<file path="src/rtl/hdsq_pkg.sv">
// Behaviour
// - Removal aborts any step, highest priority
// - Removal during debounce returns to idle wait
// - Removal after debounce goes to removal state
// - Override keeps host switches on removal
// - Detection starts from sense pin or command
// - Mic bias feed open before insertion
// - Mic found routes mic input and ground
// - Key detect off until host enables it
// - Four keys, press and release reported
// - Radio passthrough only when enable bit set
// - Selectable insertion debounce, reset 90 ms
// - Sleep when empty and override off
// - Insertion in sleep wakes and detects
// - Settings accepted while asleep
// - Override set powers up, leaves sleep
// - Override cleared when empty returns sleep
// - Debounce restarts whenever sense goes high
// - Switches set before interrupt and mic flag
// - Interrupt held until host reads status
// - Removal switches now, 50 ms then sleep
package hdsq_pkg;
    localparam int unsigned CLK_MHZ     = 250;
    localparam int unsigned DEB_90_MS   = 90;
    localparam int unsigned REM_MS      = 50;
    localparam int unsigned DET_MS      = 10;
    localparam int unsigned CYC_PER_MS  = CLK_MHZ * 1000;
    localparam int unsigned REM_CYC     = REM_MS * CYC_PER_MS;
    localparam int unsigned DET_CYC     = DET_MS * CYC_PER_MS;
    localparam int unsigned CNT_W       = 32;
    localparam logic [1:0]  DEB_SEL_RST = 2'h2;
    localparam int unsigned KEY_N       = 4;
    // Debounce choices in ms, index 2 is the reset value
    localparam int unsigned DEB_MS0 = 30;
    localparam int unsigned DEB_MS1 = 60;
    localparam int unsigned DEB_MS3 = 180;
    // Switch word: [0] mic to jack_second_ring, [1] mic to sleeve,
    // [2] gnd to jack_second_ring, [3] gnd to sleeve, [4] bias feed,
    // [5] jack_second_ring pulldown, [6] sleeve pulldown
    localparam int unsigned SW_W = 7;
    localparam logic [6:0] SW_NONE   = 7'h60;
    localparam logic [6:0] SW_3POLE  = 7'h0C;
    localparam logic [6:0] SW_4STD   = 7'h16;
    localparam logic [6:0] SW_4ALT   = 7'h19;
    typedef enum logic [1:0] {
        HDSQ_ACC_3POLE,
        HDSQ_ACC_4STD,
        HDSQ_ACC_4ALT,
        HDSQ_ACC_NONE
    } hdsq_acc_t;
endpackage : hdsq_pkg

</file>
<file path="src/rtl/hdsq_tmr_if.sv">
`timescale 1ns/1ns
interface hdsq_tmr_if;
    import hdsq_pkg::*;
    logic             clr;
    logic [CNT_W-1:0] limit;
    logic             done;
    modport ctl (output clr, output limit, input done);
    modport tmr (input clr, input limit, output done);
endinterface : hdsq_tmr_if

</file>
<file path="src/rtl/hdsq_tmr.sv">
`timescale 1ns/1ns
module hdsq_tmr
    import hdsq_pkg::*;
(
    input  wire logic MCLK,
    input  wire logic RST_B,
    hdsq_tmr_if.tmr   t
);
    logic [CNT_W-1:0] cnt_q;
    // Done holds once reached so a late sampler never misses it
    assign t.done = (cnt_q >= t.limit);
    always_ff @(posedge MCLK or negedge RST_B) begin
        if (!RST_B) begin
            cnt_q <= '0;
        end else if (t.clr) begin
            cnt_q <= '0;
        end else if (!t.done) begin
            cnt_q <= cnt_q + 1'b1;
        end
    end
endmodule : hdsq_tmr

</file>
<file path="src/rtl/hdsq_top.sv">
`timescale 1ns/1ns
module hdsq_top
    import hdsq_pkg::*;
#(
    parameter int unsigned CYC_MS = CYC_PER_MS
)
(
    input  wire logic       MCLK,
    input  wire logic       RST_B,
    input  wire logic       JACK_SENSE_B,
    input  wire logic       DETECT_CMD,
    input  wire logic       MIC_ON_JACK_SECOND_RING,
    input  wire logic       MIC_ON_SLEEVE,
    input  wire logic [1:0] DEB_SEL,
    input  wire logic       OVERRIDE_EN,
    input  wire logic [6:0] HOST_SW,
    input  wire logic       KEY_DET_EN,
    input  wire logic [3:0] KEY_RAW,
    input  wire logic       PASS_EN,
    input  wire logic       STATUS_READ,
    output logic [6:0]      SWITCH_STATE,
    output logic            INT_B,
    output logic            MIC_FOUND_B,
    output logic            RADIO_PASS,
    output logic            SLEEPING,
    output logic [1:0]      ACC_TYPE,
    output logic [3:0]      KEY_PRESS,
    output logic [3:0]      KEY_RELEASE
);
    typedef enum logic [2:0] {
        HDSQ_SLEEP, HDSQ_DEBOUNCE, HDSQ_DETECT, HDSQ_ROUTE,
        HDSQ_ACTIVE, HDSQ_REMOVE
    } hdsq_st_t;

    hdsq_st_t st_q, st_d;
    logic [1:0]  sense_sq, cmd_sq, r2_sq, sl_sq;
    logic [3:0]  key_s1_q, key_s2_q, key_q;
    logic [6:0]  auto_sw_q, auto_sw_d;
    logic        int_q, mic_q, rel_q;
    hdsq_acc_t   acc_q;
    logic        ovr_q;

    // Sense, command, mic and key pins pass two flip-flops before use
    always_ff @(posedge MCLK or negedge RST_B) begin
        if (!RST_B) begin
            sense_sq <= 2'h3;
            cmd_sq   <= 2'h0;
            r2_sq    <= 2'h0;
            sl_sq    <= 2'h0;
            key_s1_q <= 4'h0;
            key_s2_q <= 4'h0;
        end else begin
            sense_sq <= {sense_sq[0], JACK_SENSE_B};
            cmd_sq   <= {cmd_sq[0], DETECT_CMD};
            r2_sq    <= {r2_sq[0], MIC_ON_JACK_SECOND_RING};
            sl_sq    <= {sl_sq[0], MIC_ON_SLEEVE};
            key_s1_q <= KEY_RAW;
            key_s2_q <= key_s1_q;
        end
    end

    wire jack_in   = ~sense_sq[1];
    wire det_cmd   = cmd_sq[1];
    wire mic_r2    = r2_sq[1];
    wire mic_sl    = sl_sq[1];
    wire removed   = ~jack_in;
    wire cmd_start = det_cmd & jack_in;

    // Debounce terminal count from selected duration
    logic [CNT_W-1:0] deb_ms;
    always_comb begin
        unique case (DEB_SEL)
            2'h0: deb_ms = CNT_W'(DEB_MS0);
            2'h1: deb_ms = CNT_W'(DEB_MS1);
            2'h2: deb_ms = CNT_W'(DEB_90_MS);
            2'h3: deb_ms = CNT_W'(DEB_MS3);
        endcase
    end
    wire [CNT_W-1:0] deb_lim = CNT_W'(deb_ms * CYC_MS);

    hdsq_tmr_if tmr_i ();
    wire jump = (st_q != st_d);
    assign tmr_i.clr   = jump | (st_q == HDSQ_DEBOUNCE & removed);
    assign tmr_i.limit = (st_q == HDSQ_DEBOUNCE) ? deb_lim
                       : (st_q == HDSQ_REMOVE)   ? CNT_W'(REM_MS * CYC_MS)
                       : CNT_W'(DET_MS * CYC_MS);
    hdsq_tmr u_tmr (.MCLK(MCLK), .RST_B(RST_B), .t(tmr_i.tmr));

    // Sequencer; removal is checked first in every live state
    always_comb begin
        st_d = st_q;
        unique case (st_q)
            HDSQ_SLEEP: begin
                if (jack_in) st_d = HDSQ_DEBOUNCE;
            end
            HDSQ_DEBOUNCE: begin
                if (removed) st_d = HDSQ_SLEEP;
                else if (tmr_i.done | cmd_start) st_d = HDSQ_DETECT;
            end
            HDSQ_DETECT: begin
                if (removed) st_d = HDSQ_REMOVE;
                else if (tmr_i.done) st_d = HDSQ_ROUTE;
            end
            HDSQ_ROUTE: begin
                if (removed) st_d = HDSQ_REMOVE;
                else st_d = HDSQ_ACTIVE;
            end
            HDSQ_ACTIVE: begin
                if (removed) st_d = HDSQ_REMOVE;
                else if (cmd_start) st_d = HDSQ_DETECT;
            end
            HDSQ_REMOVE: begin
                if (tmr_i.done) st_d = HDSQ_SLEEP;
            end
        endcase
    end

    // Detection result picks the switch pattern
    wire hdsq_acc_t acc_d = mic_sl ? HDSQ_ACC_4STD
                          : mic_r2 ? HDSQ_ACC_4ALT : HDSQ_ACC_3POLE;
    wire [6:0] found_sw = (acc_d == HDSQ_ACC_4STD) ? SW_4STD
                        : (acc_d == HDSQ_ACC_4ALT) ? SW_4ALT : SW_3POLE;
    always_comb begin
        auto_sw_d = auto_sw_q;
        if (st_d == HDSQ_SLEEP || st_d == HDSQ_REMOVE)
            auto_sw_d = SW_NONE;
        else if (st_q == HDSQ_DETECT && st_d == HDSQ_ROUTE)
            auto_sw_d = found_sw;
    end

    always_ff @(posedge MCLK or negedge RST_B) begin
        if (!RST_B) begin
            st_q      <= HDSQ_SLEEP;
            auto_sw_q <= SW_NONE;
            acc_q     <= HDSQ_ACC_NONE;
        end else begin
            st_q      <= st_d;
            auto_sw_q <= auto_sw_d;
            if (st_q == HDSQ_DETECT && st_d == HDSQ_ROUTE)
                acc_q <= acc_d;
            else if (st_d == HDSQ_REMOVE || st_d == HDSQ_SLEEP)
                acc_q <= HDSQ_ACC_NONE;
        end
    end

    // Override enable is sampled only outside detection and debounce; ovr_q holds its value there
    wire ovr_blocked = (st_q == HDSQ_DEBOUNCE) | (st_q == HDSQ_DETECT);
    always_ff @(posedge MCLK or negedge RST_B) begin
        if (!RST_B) ovr_q <= 1'b0;
        else if (!ovr_blocked) ovr_q <= OVERRIDE_EN;
    end

    // Event flags: set wins over clear; the read clears only the interrupt
    wire ev_found  = (st_q == HDSQ_ROUTE) & ~removed;
    wire ev_remove = (st_d == HDSQ_REMOVE) & (st_q != HDSQ_REMOVE);
    always_ff @(posedge MCLK or negedge RST_B) begin
        if (!RST_B) begin
            int_q <= 1'b0;
            mic_q <= 1'b0;
        end else begin
            if (ev_found | ev_remove) int_q <= 1'b1;
            else if (STATUS_READ) int_q <= 1'b0;
            if (ev_found) mic_q <= (acc_q != HDSQ_ACC_3POLE);
            else if (ev_remove | (st_q == HDSQ_SLEEP)) mic_q <= 1'b0;
        end
    end

    // Key events only in a settled four-contact state
    wire key_ok = KEY_DET_EN & (st_q == HDSQ_ACTIVE) &
                  (acc_q != HDSQ_ACC_3POLE) & (acc_q != HDSQ_ACC_NONE);
    always_ff @(posedge MCLK or negedge RST_B) begin
        if (!RST_B) begin
            key_q       <= 4'h0;
            KEY_PRESS   <= 4'h0;
            KEY_RELEASE <= 4'h0;
        end else begin
            key_q       <= key_ok ? key_s2_q : 4'h0;
            KEY_PRESS   <= key_ok ? (key_s2_q & ~key_q) : 4'h0;
            KEY_RELEASE <= key_ok ? (~key_s2_q & key_q) : 4'h0;
        end
    end

    always_ff @(posedge MCLK or negedge RST_B) begin
        if (!RST_B) rel_q <= 1'b0;
        else rel_q <= 1'b1;
    end

    // Override wins over auto routing, removal included
    assign SWITCH_STATE = ovr_q ? HOST_SW : auto_sw_q;
    assign INT_B       = ~int_q;
    assign MIC_FOUND_B = ~mic_q;
    assign RADIO_PASS  = PASS_EN & (acc_q != HDSQ_ACC_NONE);
    // Config inputs are live in sleep; the flag needs the sleep state, override off and one cycle out of reset
    assign SLEEPING    = (st_q == HDSQ_SLEEP) & ~ovr_q & rel_q;
    assign ACC_TYPE    = acc_q;

    // Sequencer, flag, key and sleep checks; reset holds them all off
    property p_rem_jump;
        @(posedge MCLK) disable iff (!RST_B)
        (st_q == HDSQ_ACTIVE && removed) |=> st_q == HDSQ_REMOVE;
    endproperty
    a_rem_jump: assert property (p_rem_jump)
        else $error("removal not taken");

    property p_det_abort;
        @(posedge MCLK) disable iff (!RST_B)
        (st_q == HDSQ_DETECT && removed) |=> st_q == HDSQ_REMOVE;
    endproperty
    a_det_abort: assert property (p_det_abort)
        else $error("detection not aborted");

    property p_route_abort;
        @(posedge MCLK) disable iff (!RST_B)
        (st_q == HDSQ_ROUTE && removed) |=> st_q == HDSQ_REMOVE;
    endproperty
    a_route_abort: assert property (p_route_abort)
        else $error("routing not aborted");

    property p_deb_abort;
        @(posedge MCLK) disable iff (!RST_B)
        (st_q == HDSQ_DEBOUNCE && removed) |=> st_q == HDSQ_SLEEP;
    endproperty
    a_deb_abort: assert property (p_deb_abort)
        else $error("debounce abort wrong");

    property p_wake;
        @(posedge MCLK) disable iff (!RST_B)
        (st_q == HDSQ_SLEEP && jack_in) |=> st_q == HDSQ_DEBOUNCE;
    endproperty
    a_wake: assert property (p_wake)
        else $error("insertion did not wake");

    property p_cmd_start;
        @(posedge MCLK) disable iff (!RST_B)
        (st_q == HDSQ_ACTIVE && cmd_start) |=> st_q == HDSQ_DETECT;
    endproperty
    a_cmd_start: assert property (p_cmd_start)
        else $error("detect command ignored");

    property p_rem_wait;
        @(posedge MCLK) disable iff (!RST_B)
        (st_q == HDSQ_REMOVE && !tmr_i.done) |=> st_q == HDSQ_REMOVE;
    endproperty
    a_rem_wait: assert property (p_rem_wait)
        else $error("removal wait cut short");

    property p_tmr_clr;
        @(posedge MCLK) disable iff (!RST_B)
        jump |=> !tmr_i.done;
    endproperty
    a_tmr_clr: assert property (p_tmr_clr)
        else $error("timer not cleared on jump");

    property p_int_hold;
        @(posedge MCLK) disable iff (!RST_B)
        (!INT_B && !STATUS_READ) |=> !INT_B;
    endproperty
    a_int_hold: assert property (p_int_hold)
        else $error("int dropped");

    property p_int_clear;
        @(posedge MCLK) disable iff (!RST_B)
        (STATUS_READ && !ev_found && !ev_remove) |=> INT_B;
    endproperty
    a_int_clear: assert property (p_int_clear)
        else $error("int not released by read");

    property p_route_first;
        @(posedge MCLK) disable iff (!RST_B)
        ($fell(INT_B) && st_q == HDSQ_ACTIVE) |-> auto_sw_q != SW_NONE;
    endproperty
    a_route_first: assert property (p_route_first)
        else $error("int before routing");

    property p_mic_flag;
        @(posedge MCLK) disable iff (!RST_B)
        $fell(MIC_FOUND_B) |-> auto_sw_q[4];
    endproperty
    a_mic_flag: assert property (p_mic_flag)
        else $error("mic flag before bias routed");

    property p_gnd_route;
        @(posedge MCLK) disable iff (!RST_B)
        (st_q == HDSQ_ROUTE) |-> auto_sw_q[3:2] != 2'h0;
    endproperty
    a_gnd_route: assert property (p_gnd_route)
        else $error("ground not routed");

    property p_bias_open;
        @(posedge MCLK) disable iff (!RST_B)
        (st_q == HDSQ_SLEEP) |-> auto_sw_q == SW_NONE;
    endproperty
    a_bias_open: assert property (p_bias_open)
        else $error("bias not isolated");

    property p_ovr_sw;
        @(posedge MCLK) disable iff (!RST_B)
        (ovr_q && OVERRIDE_EN && ev_remove) |=> SWITCH_STATE == HOST_SW;
    endproperty
    a_ovr_sw: assert property (p_ovr_sw)
        else $error("override ignored");

    property p_sleep_ovr;
        @(posedge MCLK) disable iff (!RST_B)
        (OVERRIDE_EN && !ovr_blocked) |=> !SLEEPING;
    endproperty
    a_sleep_ovr: assert property (p_sleep_ovr)
        else $error("override did not wake");

    property p_key_off;
        @(posedge MCLK) disable iff (!RST_B)
        !$past(KEY_DET_EN) |-> KEY_PRESS == 4'h0;
    endproperty
    a_key_off: assert property (p_key_off)
        else $error("key while disabled");

    property p_key_state;
        @(posedge MCLK) disable iff (!RST_B)
        (KEY_PRESS != 4'h0) |->
            $past(st_q) == HDSQ_ACTIVE && $past(acc_q) != HDSQ_ACC_3POLE;
    endproperty
    a_key_state: assert property (p_key_state)
        else $error("key outside four-contact state");

    property p_rem_sw;
        @(posedge MCLK) disable iff (!RST_B)
        ev_remove |=> auto_sw_q == SW_NONE && !INT_B;
    endproperty
    a_rem_sw: assert property (p_rem_sw)
        else $error("removal response late");

    property p_rem_mic;
        @(posedge MCLK) disable iff (!RST_B)
        ev_remove |=> MIC_FOUND_B;
    endproperty
    a_rem_mic: assert property (p_rem_mic)
        else $error("mic flag kept after removal");

    property p_sleep;
        @(posedge MCLK) disable iff (!RST_B)
        ##1 (st_q == HDSQ_SLEEP && !ovr_q) |-> SLEEPING;
    endproperty
    a_sleep: assert property (p_sleep)
        else $error("not sleeping");

    c_found: cover property (@(posedge MCLK) ev_found);
    c_remove: cover property (@(posedge MCLK) ev_remove);
    c_key: cover property (@(posedge MCLK) |KEY_PRESS);
    c_wake: cover property (@(posedge MCLK) st_q == HDSQ_SLEEP && jack_in);
    c_ovr_rem: cover property (@(posedge MCLK) ovr_q && ev_remove);
endmodule : hdsq_top
</file>
<file path="config.mk">
export PLATFORM = sky130hd
export DESIGN_NAME = hdsq_top
export DESIGN_NICKNAME = d
export VERILOG_FILES = /design/src/rtl/hdsq_pkg.sv /design/src/rtl/hdsq_tmr_if.sv /design/src/rtl/hdsq_tmr.sv /design/src/rtl/hdsq_top.sv
export SDC_FILE = /design/constraint.sdc
export NUM_CORES = 1
export LEC_CHECK = 0
export BUFFER_PORTS_ARGS = -buffer_cell sky130_fd_sc_hd__buf_2
export CAP_MARGIN = 20
export CORE_UTILIZATION = 45
export CTS_CLUSTER_DIAMETER = 80
export DETAILED_ROUTE_END_ITERATION = 8
export PLACE_DENSITY_LB_ADDON = 0.1
export SYNTH_ARGS = -nofsm -noshare
export SYNTH_HDL_FRONTEND = slang
export SYNTH_SLANG_ARGS = --single-unit
</file>
<file path="constraint.sdc">
create_clock -name MCLK -period 3.6 [get_ports MCLK]
set_input_delay 0.18 -clock MCLK [delete_from_list [all_inputs] [get_ports MCLK]]
set_output_delay 0.18 -clock MCLK [all_outputs]
set_load 0.005 [all_outputs]
</file>
==> results of run 1 <==
## registers in the layout (all words and copies together), names as in the netlist, 2 cells and up
register / count
ACC_TYPE: 2
KEY_PRESS: 4
KEY_RELEASE: 4
auto_sw_q: 6
cmd_sq: 2
key_q: 4
key_s1_q: 4
key_s2_q: 4
r2_sq: 2
sense_sq: 2
sl_sq: 2
st_q: 3
u_tmr.cnt_q: 32
## critical path: stages
cell and delay [ns]:
buf_2 0.13, inv_1 0.09, ha_1 0.24, ha_1 0.32
ha_1 0.30, nand2_1 0.05, nor4_1 0.15, o21ai_0 0.12
o21ai_1 0.10, xnor2_1 0.14, o21ai_1 0.08, ha_1 0.19
a21o_1 0.15, a21oi_1 0.15, o2111ai_1 0.18, buf_6 0.20
nor4_4 0.29, or3b_1 0.38, a21oi_1 0.14
## cell type report
cell class	instances	area share (%)
sequential	75	35.99
clock inverter	4	1.889
clock buffer	12	2.583
inverter	20	1.435
tap	111	2.654
multi-input combinational	325	43.62
timing repair buffer	87	11.84
## path summary, 6_finish.rpt
kind	startpoint	end	cells past startpoint	slack, ns
worst max-delay path	DEB_SEL[0]	u_tmr.cnt_q[21]	19	0.28
worst min-delay path	RST_B	key_s1_q[3]	1	-0.02
worst max register to register	st_q[1]	u_tmr.cnt_q[24]	14	0.50
worst min register to register	key_s1_q[0]	key_s2_q[0]	0	0.35
max in group asynchronous	RST_B	u_tmr.cnt_q[11]	1	3.02
min in group MCLK	STATUS_READ	int_q	2	0.04
## timing repair
item / 4_1_cts / 5_1_grt
hold buffers: 8 / 0
setup endpoints to repair: 0 / 43
resized for setup: 0 / 15
hold endpoints to repair: 8 / 0
setup buffers: 0 / 3
## stage by stage
stage          setup TNS [ns]  util [%]  instance area [µm²]
2_1_floorplan               0         -                 4268
3_3_place_gp          -0.8132     52.04                 4786
3_5_place_dp           -8.021     52.04                 4786
4_1_cts                     0     55.46                 5100
5_1_grt              -0.09787     56.90                 5233
6_report                    0     56.90                 5233
## synthesized netlist by cell type, drive strengths merged (2+ instances only)
cell,instances
nand4,9
a21boi,2
o21ai,19
a21o,6
buf,9
and3,3
nor4,10
xor2,2
nor4b,2
or3,4
o211ai,2
clkbuf,10
nor2b,9
or4,5
mux2i,2
o31ai,7
ha,38
dfrtp,70
nor3b,6
nand3,15
dfstp,5
xnor2,23
or2,2
nand2,33
a211oi,2
nand3b,2
nor2,40
mux2,6
and2,8
and4,2
a21oi,29
nand2b,5
inv,20
a31oi,2
a22oi,2
nor3,14
## power by group
| part | internal (mW) | switching (mW) | leakage [nW] |
|---|---|---|---|
| registers | 0.900 | 0.0655 | 0.983 |
| logic | 0.474 | 0.593 | 1.35 |
| clock network | 0.463 | 0.302 | 0.115 |
| total | 1.84 | 0.960 | 2.45 |
## cells by family (layout without fill, tap and decap cells)
logic type                 count (synthesis)  in the layout
AOI/OAI and AO/OA                         81             81
xor gates and xnor gates                  25             25
adders and majority gates                 38             38
buffers and inverters                     39            123
DFF                                       75             75
muxes                                      8              8
other                                      1              1
and+or+nand+nor                          172            172
## layer usage
metal,up-vias,track usage (%),share of wire (%)
met5,-,0,0
li1,1709,-,-
met4,0,6.222,1.4
met2,56,33.60,48
met3,16,3.935,3.4
met1,1709,29.14,47
==> impl_metrics.json, run 1 <==
{
  "status": "finished, violations left",
  "violations": "negative hold slack",
  "period_needed_ns": 3.319,
  "area_delta_synth_final_pct": 22.60,
  "cp_data_required_time_ns": 3.87,
  "insertion_delay_ns": 0.34,
  "clkTransAtPathRegs_ns": 0.07,
  "viasPerCell": 5.505,
  "syn_inst": 439,
  "postRouteAntennaNets": 0,
  "syn-num-nets": 500,
  "cp-start-kind": "input port",
  "synthSimpleGateAreaFrac_pct": 21.75,
  "nets": 579,
  "drt_iter0_drc": 167,
  "fp.dieW_um": 99.39,
  "start_util_pct": 46.41,
  "gp_congestion": 0.8708,
  "hp-class": "input port to async pin",
  "antenna_found_initial": 0,
  "syn_area_um2": 4268,
  "critical_path_class": "input port to flip-flop",
  "cellPowerDensity_nw_per_um2": 534.6,
  "portBuffers": 43,
  "cts_root_buf": "clkbuf_8",
  "first_pass_iters": 4,
  "synthArstFlopShare_pct": 100.0,
  "synth_top_family_by_area": "simple AND/OR/NAND/NOR gates",
  "post-place-ws_ns": -0.2435,
  "wl_per_cell_um": 15.86,
  "synthAdderAreaFrac_pct": 11.14,
  "multi_input_area_um2": 2282,
  "wl_um": 10050,
  "yosysWarnings": 0,
  "n_fill_cell": 829,
  "hpwlAfterDp_um": 6974,
  "stdcell_count": 634,
  "slew_headroom_pct": 36.97,
  "grt_use_total_pct": 21.01,
  "drc": 0,
  "peakVddDrop_mv": 0.2615,
  "overflow": 0,
  "grt_max_degree": 76,
  "drive_above_1_share_pct": 23.14,
  "num_vias": 3490,
  "synth_edf_count": 0,
  "yosysTopAreaCell": "dfrtp_1",
  "htreeDepth": 3,
  "max_freq_mhz": 301.3,
  "synth_xor_area_share_pct": 5.130,
  "num_rows": 35,
  "hold_violations": 25,
  "fp.coreArea_um2": 9196,
  "die_y_um": 99.39,
  "syn_avg_cell_area_um2": 9.722,
  "clock-sinks": 75,
  "synth_compound_area_share_pct": 11.87,
  "ff_latch_area_um2": 1883,
  "cp-end-kind": "flip-flop",
  "worstPathMaxFanout": 7,
  "grt_pass1_wl_um": 16200,
  "fin_worst_skew_ns": 0.008518,
  "ys_ff_latch": 75,
  "tightest_slew_ns": 0.9454,
  "place_inst": 604,
  "ioPinCount": 44,
  "drv_cap": 0,
  "synthMuxAreaShare_pct": 2.052,
  "cts_max_path_buffers": 2,
  "slew_viol_final": 0,
  "hold_ws_ns": -0.02331,
  "cts_buffers": 9,
  "diodes": 0,
  "ys_types": 59,
  "fin_ws_ns": 0.2807,
  "min_period_over_period_pct": 92.20,
  "power_mw": 2.797,
  "finalSetupViolCount": 0,
  "cts_tree": "done",
  "p_leak_nw": 2.452,
  "mostFrequentLayoutCells": "70 x dfrtp_1, 43 x buf_2, 40 x nor2_1, 37 x ha_1, 33 x nand2_1",
  "synth_area_leaders": "dfrtp_1 41%, ha_1 11%, xnor2_1 4.7%, nor2_1 3.5%, a21oi_1 3.2%",
  "grt_pass1_vias": 3243,
  "yosysSeqAreaShare_pct": 44.12,
  "synth_flop_cell": "dfrtp_1",
  "dieArea_um2": 9877,
  "layout_commonest_cell": "dfrtp_1",
  "synth_top_area_share_pct": 41.04,
  "critPathArrivalTime_ns": 3.59
}
(Power assumes the default switching activity.)
==> run 2, diff against run 1 <==
Settings changed: ABC_AREA set to 1, CORE_MARGIN set to 3.
==> run 2 against run 1 <==
The flow still finishes with violations (negative hold slack). Power up 25%. Critical path depth up 13. Largest cell class unchanged. First-iteration DRC count up 19%. Final cell count up 23%. Flip-flop and latch count unchanged. Routed wire length up 6.4%.
==> impl_metrics.json, run 2 <==
{
  "cellPowerDensity_nw_per_um2": 598.4,
  "diodes": 0,
  "stdcell_count": 782,
  "grt_pass1_wl_um": 17640,
  "nets": 709,
  "n_fill_cell": 830,
  "grt_pass1_vias": 3770,
  "ys_ff_latch": 75,
  "fin_worst_skew_ns": 0.01067,
  "synth_area_leaders": "dfrtp_1 40%, nand2_1 11%, ha_1 11%, nor2_1 5.9%, inv_1 5.6%",
  "layout_commonest_cell": "nand2_1",
  "p_sw_share_pct": 42.52,
  "cts_buffers": 9,
  "yosysWarnings": 0,
  "tightest_slew_ns": 0.9550,
  "viasPerCell": 4.914,
  "finalSetupViolCount": 0,
  "first_pass_iters": 4,
  "syn_avg_cell_area_um2": 8.108,
  "syn-num-nets": 607,
  "start_util_pct": 47.02,
  "synthMuxAreaShare_pct": 0,
  "slew_viol_final": 0,
  "rr_startpoint": "st_q[0]",
  "synthArstFlopShare_pct": 100.0,
  "largest-register": "u_tmr.cnt_q",
  "clkTransAtPathRegs_ns": 0.09,
  "power_frac_seq_pct": 29.3,
  "overflow": 0,
  "min_period_over_period_pct": 97.61,
  "violations": "negative hold slack",
  "cts_root_buf": "clkbuf_8",
  "crit_buf_inv": 8,
  "area_delta_synth_final_pct": 31.51,
  "postRouteAntennaNets": 0,
  "reg2reg_to": "u_tmr.cnt_q[13]",
  "status": "finished, violations left",
  "mostFrequentLayoutCells": "119 x nand2_1, 70 x dfrtp_1, 61 x inv_1, 48 x nor2_1, 40 x buf_2",
  "ys_types": 42,
  "ioPinCount": 44,
  "synth_xor_area_share_pct": 3.957,
  "synth_edf_count": 0,
  "hold_ws_ns": -0.04205,
  "fp.coreArea_um2": 9415,
  "drv_cap": 0,
  "syn_inst": 546,
  "period_needed_ns": 3.514,
  "drive_above_1_share_pct": 31.39,
  "combinationalPowerShare_pct": 50.3,
  "worstPathMaxFanout": 8,
  "post-place-ws_ns": -0.4541,
  "power.internal_mw": 2.002,
  "dieArea_um2": 11060,
  "yosysSeqAreaShare_pct": 42.54,
  "hp-class": "input port to async pin",
  "antenna_found_initial": 0,
  "cpMostUsedCell": "nand2_1",
  "synth_top_family_by_area": "simple AND/OR/NAND/NOR gates",
  "crit_family": "simple AND/OR/NAND/NOR gates",
  "fin_ws_ns": 0.08588,
  "cts_tree": "done",
  "htreeDepth": 3,
  "largest_register_ff_count": 32,
  "peakVddDrop_mv": 0.3676,
  "reg_top3": "u_tmr.cnt_q (32), auto_sw_q (6)",
  "cp-end-kind": "flip-flop",
  "p_switching_mw": 1.481,
  "cp-start-kind": "input port",
  "yosysTopAreaCell": "dfrtp_1",
  "yosysMostFrequentCell": "nand2_1",
  "synthAdderAreaFrac_pct": 10.74,
  "place_inst": 749,
  "slew_headroom_pct": 36.33,
  "grt_setup_unrepaired": "true",
  "wl_per_cell_um": 13.68,
  "p_leak_nw": 2.753,
  "portBuffers": 43,
  "num_rows": 35,
  "hpwlAfterDp_um": 7366,
  "cts_max_path_buffers": 2,
  "cp_data_required_time_ns": 3.84,
  "synth_compound_area_share_pct": 6.190,
  "clock-sinks": 75,
  "num_vias": 3843,
  "critical_path_class": "input port to flip-flop",
  "max_freq_mhz": 284.6,
  "critPathMaxStageDelay_ns": 0.31,
  "grt_max_degree": 76,
  "insertion_delay_ns": 0.36,
  "hold_violations": 44,
  "drc": 0,
  "synth_top_area_share_pct": 39.57,
  "wl_um": 10690,
  "crit_slowest_cell": "ha_1",
  "fp.dieW_um": 105.2,
  "syn_area_um2": 4427,
  "gp_congestion": 0.9032,
  "grt_use_total_pct": 19.50,
  "drt_iter0_drc": 199,
  "r2r_cells": 24,
  "synthSimpleGateAreaFrac_pct": 29.17,
  "synth_common_cells": "127 x nand2_1, 70 x dfrtp_1, 69 x nor2_1",
  "critPathArrivalTime_ns": 3.76,
  "ff2ff_setup_slack_ns": 0.30,
  "synth_flop_cell": "dfrtp_1",
  "die_y_um": 105.2,
  "p_clk_share_pct": 20.4
}
## run 2: kinds of logic after synthesis
family          count (synthesis)
xor+xnor                       20
simple gates                  286
fa+ha+maj                      38
other cells                     1
compound gates                 46
buf+inv                        80
flops                          75
## run 2: timing repair
item | in CTS | in global routing
gates cloned | 0 | 1
endpoints found under the hold margin | 8 | 0
buffers inserted | 0 | 8
resized for setup | 5 | 90
hold buffers | 8 | 0
setup endpoints to repair | 38 | 44
pin swaps | 0 | 30
## run 2: final cells by class
cell class	count	area, µm²	area share (%)
flip-flops and latches	75	1883	32.34
clock buffers	9	123.9	2.128
repair buffers	97	738.2	12.68
well taps	129	161.4	2.772
clock inverters	7	95.09	1.633
inverters	74	284.0	4.879
multi-input cells	391	2536	43.56
## run 2: worst max path at each step
stage,start,end,cells after the start
4_1_cts,DEB_SEL[0],ACC_TYPE[0],31
6_report,DEB_SEL[0],u_tmr.cnt_q[13],32
3_3_place_gp,DEB_SEL[1],u_tmr.cnt_q[11],23
3_5_place_dp,DEB_SEL[0],auto_sw_q[4],26
2_1_floorplan,DEB_SEL[0],u_tmr.cnt_q[2],25
5_1_grt,DEB_SEL[0],u_tmr.cnt_q[12],30
## run 2: layer usage
layer / vias to the layer above / global-route usage [%] / share of wire [%]
li1: 1954 / - / -
met4: 0 / 5.155 / 1.1
met2: 63 / 31.74 / 48
met5: - / 0 / 0
met3: 13 / 3.150 / 2.7
met1: 1813 / 27.01 / 48
## run 2: stage by stage
| step | util, % | hold slack [ns] | power (mW) | TNS [ns] | area [µm²] |
|---|---|---|---|---|---|
| after floorplan | - | -0.1156 | 1.968 | 0 | 4427 |
| after global placement | 53.77 | 0.2878 | 2.438 | -9.696 | 5062 |
| after global routing | 61.83 | 0.02944 | 3.724 | -7.262 | 5822 |
| after detailed placement | 53.77 | 0.2897 | 2.474 | -15.22 | 5062 |
| final | 61.83 | -0.04205 | 3.484 | 0 | 5822 |
| after CTS | 57.09 | 0.003316 | 3.217 | 0 | 5375 |
## run 2: power by group through the flow
stage | clock network, mW | registers, mW | logic [mW]
final | 0.709 | 1.02 | 1.75
after global routing | 0.771 | 1.04 | 1.91
after CTS | 0.733 | 1.02 | 1.46
after detailed placement | 0 | 1.04 | 1.44
after global placement | 0 | 1.04 | 1.40
after floorplan | 0 | 1.01 | 0.957
==> run 3, diff against run 2 <==
Settings changed: BUFFER_PORTS_ARGS -buffer_cell sky130_fd_sc_hd__buf_2 to -buffer_cell sky130_fd_sc_hd__buf_4.
==> run 3 against run 2 <==
The flow finishes with violations (negative setup slack). Die area unchanged. Largest power group unchanged. Sequential power about the same. Clock skew decreased by 0.00075 ns. Sequential share of layout area decreased by 0.35 points.
==> impl_metrics.json, run 3 (same netlist as run 2, synthesis figures left out) <==
{
  "p_leak_nw": 2.809,
  "cts_max_path_buffers": 2,
  "mostFrequentLayoutCells": "116 x nand2_1, 83 x buf_4, 70 x dfrtp_1, 63 x inv_1, 52 x nor2_1",
  "grt_setup_unrepaired": "true",
  "cp-end-kind": "flip-flop",
  "num_rows": 35,
  "cpMostUsedCell": "nand2_2",
  "fp.coreArea_um2": 9415,
  "portBuffers": 43,
  "start_util_pct": 47.02,
  "die_y_um": 105.2,
  "hold_ws_ns": 0.02507,
  "worstPathMaxFanout": 7,
  "reg_top3": "u_tmr.cnt_q (32), auto_sw_q (6)",
  "drv_cap": 0,
  "drc": 0,
  "holdPathEnd": "int_q",
  "cellPowerDensity_nw_per_um2": 628.2,
  "rr_startpoint": "st_q[0]",
  "postRouteAntennaNets": 0,
  "fin_ws_ns": -0.1752,
  "max_freq_mhz": 264.9,
  "peakVddDrop_mv": 0.3954,
  "hp-start": "STATUS_READ",
  "fin_worst_skew_ns": 0.009913,
  "violations": "negative setup slack",
  "cp-start-kind": "input port",
  "clock-sinks": 75,
  "drt_iter0_drc": 248,
  "grt_max_degree": 76,
  "hp-class": "input port to flip-flop",
  "largest-register": "u_tmr.cnt_q",
  "grt_pass1_vias": 3717,
  "overflow": 0,
  "n_fill_cell": 823,
  "viasPerCell": 5.001,
  "cp_data_required_time_ns": 3.89,
  "grt_use_total_pct": 19.16,
  "detailed_place.area_um2": 5167,
  "place_inst": 749,
  "status": "finished, violations left",
  "min_period_over_period_pct": 104.9,
  "critPathArrivalTime_ns": 4.06,
  "wl_per_cell_um": 13.98,
  "critPathMaxStageDelay_ns": 0.32,
  "ff2ff_setup_slack_ns": 0.21,
  "slew_headroom_pct": 37.84,
  "setup.worst_path.start": "DEB_SEL[0]",
  "hold_violations": 0,
  "cts_tree": "done",
  "whs_path_depth": 2,
  "grt_pass1_wl_um": 17420,
  "antenna_found_initial": 0,
  "fin_tns_setup_ns": -5.461,
  "first_pass_iters": 5,
  "htreeDepth": 3,
  "tightest_slew_ns": 0.9324,
  "layout_commonest_cell": "nand2_1",
  "cts_buffers": 9,
  "slew_viol_final": 0,
  "gp_congestion": 0.9608,
  "clkTransAtPathRegs_ns": 0.09,
  "critical_path_class": "input port to flip-flop",
  "hpwlAfterDp_um": 7445,
  "drive_above_1_share_pct": 29.79,
  "power_mw": 3.697,
  "r2r_cells": 24,
  "num_vias": 3936,
  "ioPinCount": 44,
  "period_needed_ns": 3.775,
  "insertion_delay_ns": 0.35,
  "dieArea_um2": 11060,
  "finalSetupViolCount": 40,
  "diodes": 0,
  "wl_um": 11000,
  "area_delta_synth_final_pct": 32.96,
  "fp.dieW_um": 105.2,
  "fin_area_um2": 5886,
  "nets": 714,
  "reg2reg_to": "u_tmr.cnt_q[8]",
  "crit_slowest_cell": "ha_1",
  "stdcell_count": 787,
  "cts_root_buf": "clkbuf_8",
  "largest_register_ff_count": 32
}
-- run 3: timing repair --
| item | 4_1_cts | 5_1_grt |
|---|---|---|
| hold buffers | 9 | 0 |
| pin swaps | 3 | 25 |
| cloned | 0 | 4 |
| endpoints found under the setup margin | 40 | 45 |
| hold endpoints to repair | 45 | 0 |
| buffers inserted | 2 | 7 |
| gates resized for setup | 10 | 58 |
-- run 3: area by class of cell --
cell class / count / area [µm²] / area share (%)
Multi-Input combinational cell: 391 / 2452 / 41.67
Sequential cell: 75 / 1883 / 31.99
Timing Repair Buffer: 102 / 888.4 / 15.09
Inverter: 74 / 281.5 / 4.783
Tap cell: 129 / 161.4 / 2.742
Clock buffer: 9 / 123.9 / 2.105
Clock inverter: 7 / 95.09 / 1.616
-- run 3: report_power, final --
part | internal, mW | leakage, nW | switching [mW] | total (mW)
clock | 0.341 | 0.111 | 0.366 | 0.706
combinational | 0.859 | 1.71 | 1.11 | 1.97
sequential | 0.940 | 0.986 | 0.0847 | 1.02
total | 2.14 | 2.81 | 1.56 | 3.70
-- run 3: how the worst max path moves through the flow --
stage,end,slack (ns)
2_1_floorplan,u_tmr.cnt_q[2],0.07
3_3_place_gp,ACC_TYPE[0],-0.26
3_5_place_dp,auto_sw_q[4],-0.46
4_1_cts,u_tmr.cnt_q[23],0.02
5_1_grt,u_tmr.cnt_q[8],-0.41
6_report,u_tmr.cnt_q[8],-0.18
-- run 3: critical path: cells and delay by family --
family / cells / cell delay, ns
AO/OA/AOI/OAI: 4 / 0.44
AND/OR/NAND/NOR: 13 / 1.57
adder cells (fa/ha/maj): 3 / 0.69
XOR/XNOR: 2 / 0.31
buffers and inverters: 7 / 0.84
-- run 3: through the flow --
stage                     setup WS (ns)  utilization (%)
after detailed placement        -0.4600            54.88
final                           -0.1752            62.51
after global placement          -0.2640            54.88
after global routing            -0.4126            62.51
after floorplan                 0.06957                -
after CTS                       0.02104            58.79
-- run 3: layer usage --
metal  vias to the layer above  share of wire, %  track usage [%]
li1                       1963                 -                -
met1                      1846                47            26.75
met2                       110                47            30.56
met3                        17               4.6            3.582
met4                         0               1.2            5.061
met5                         -                 0                0
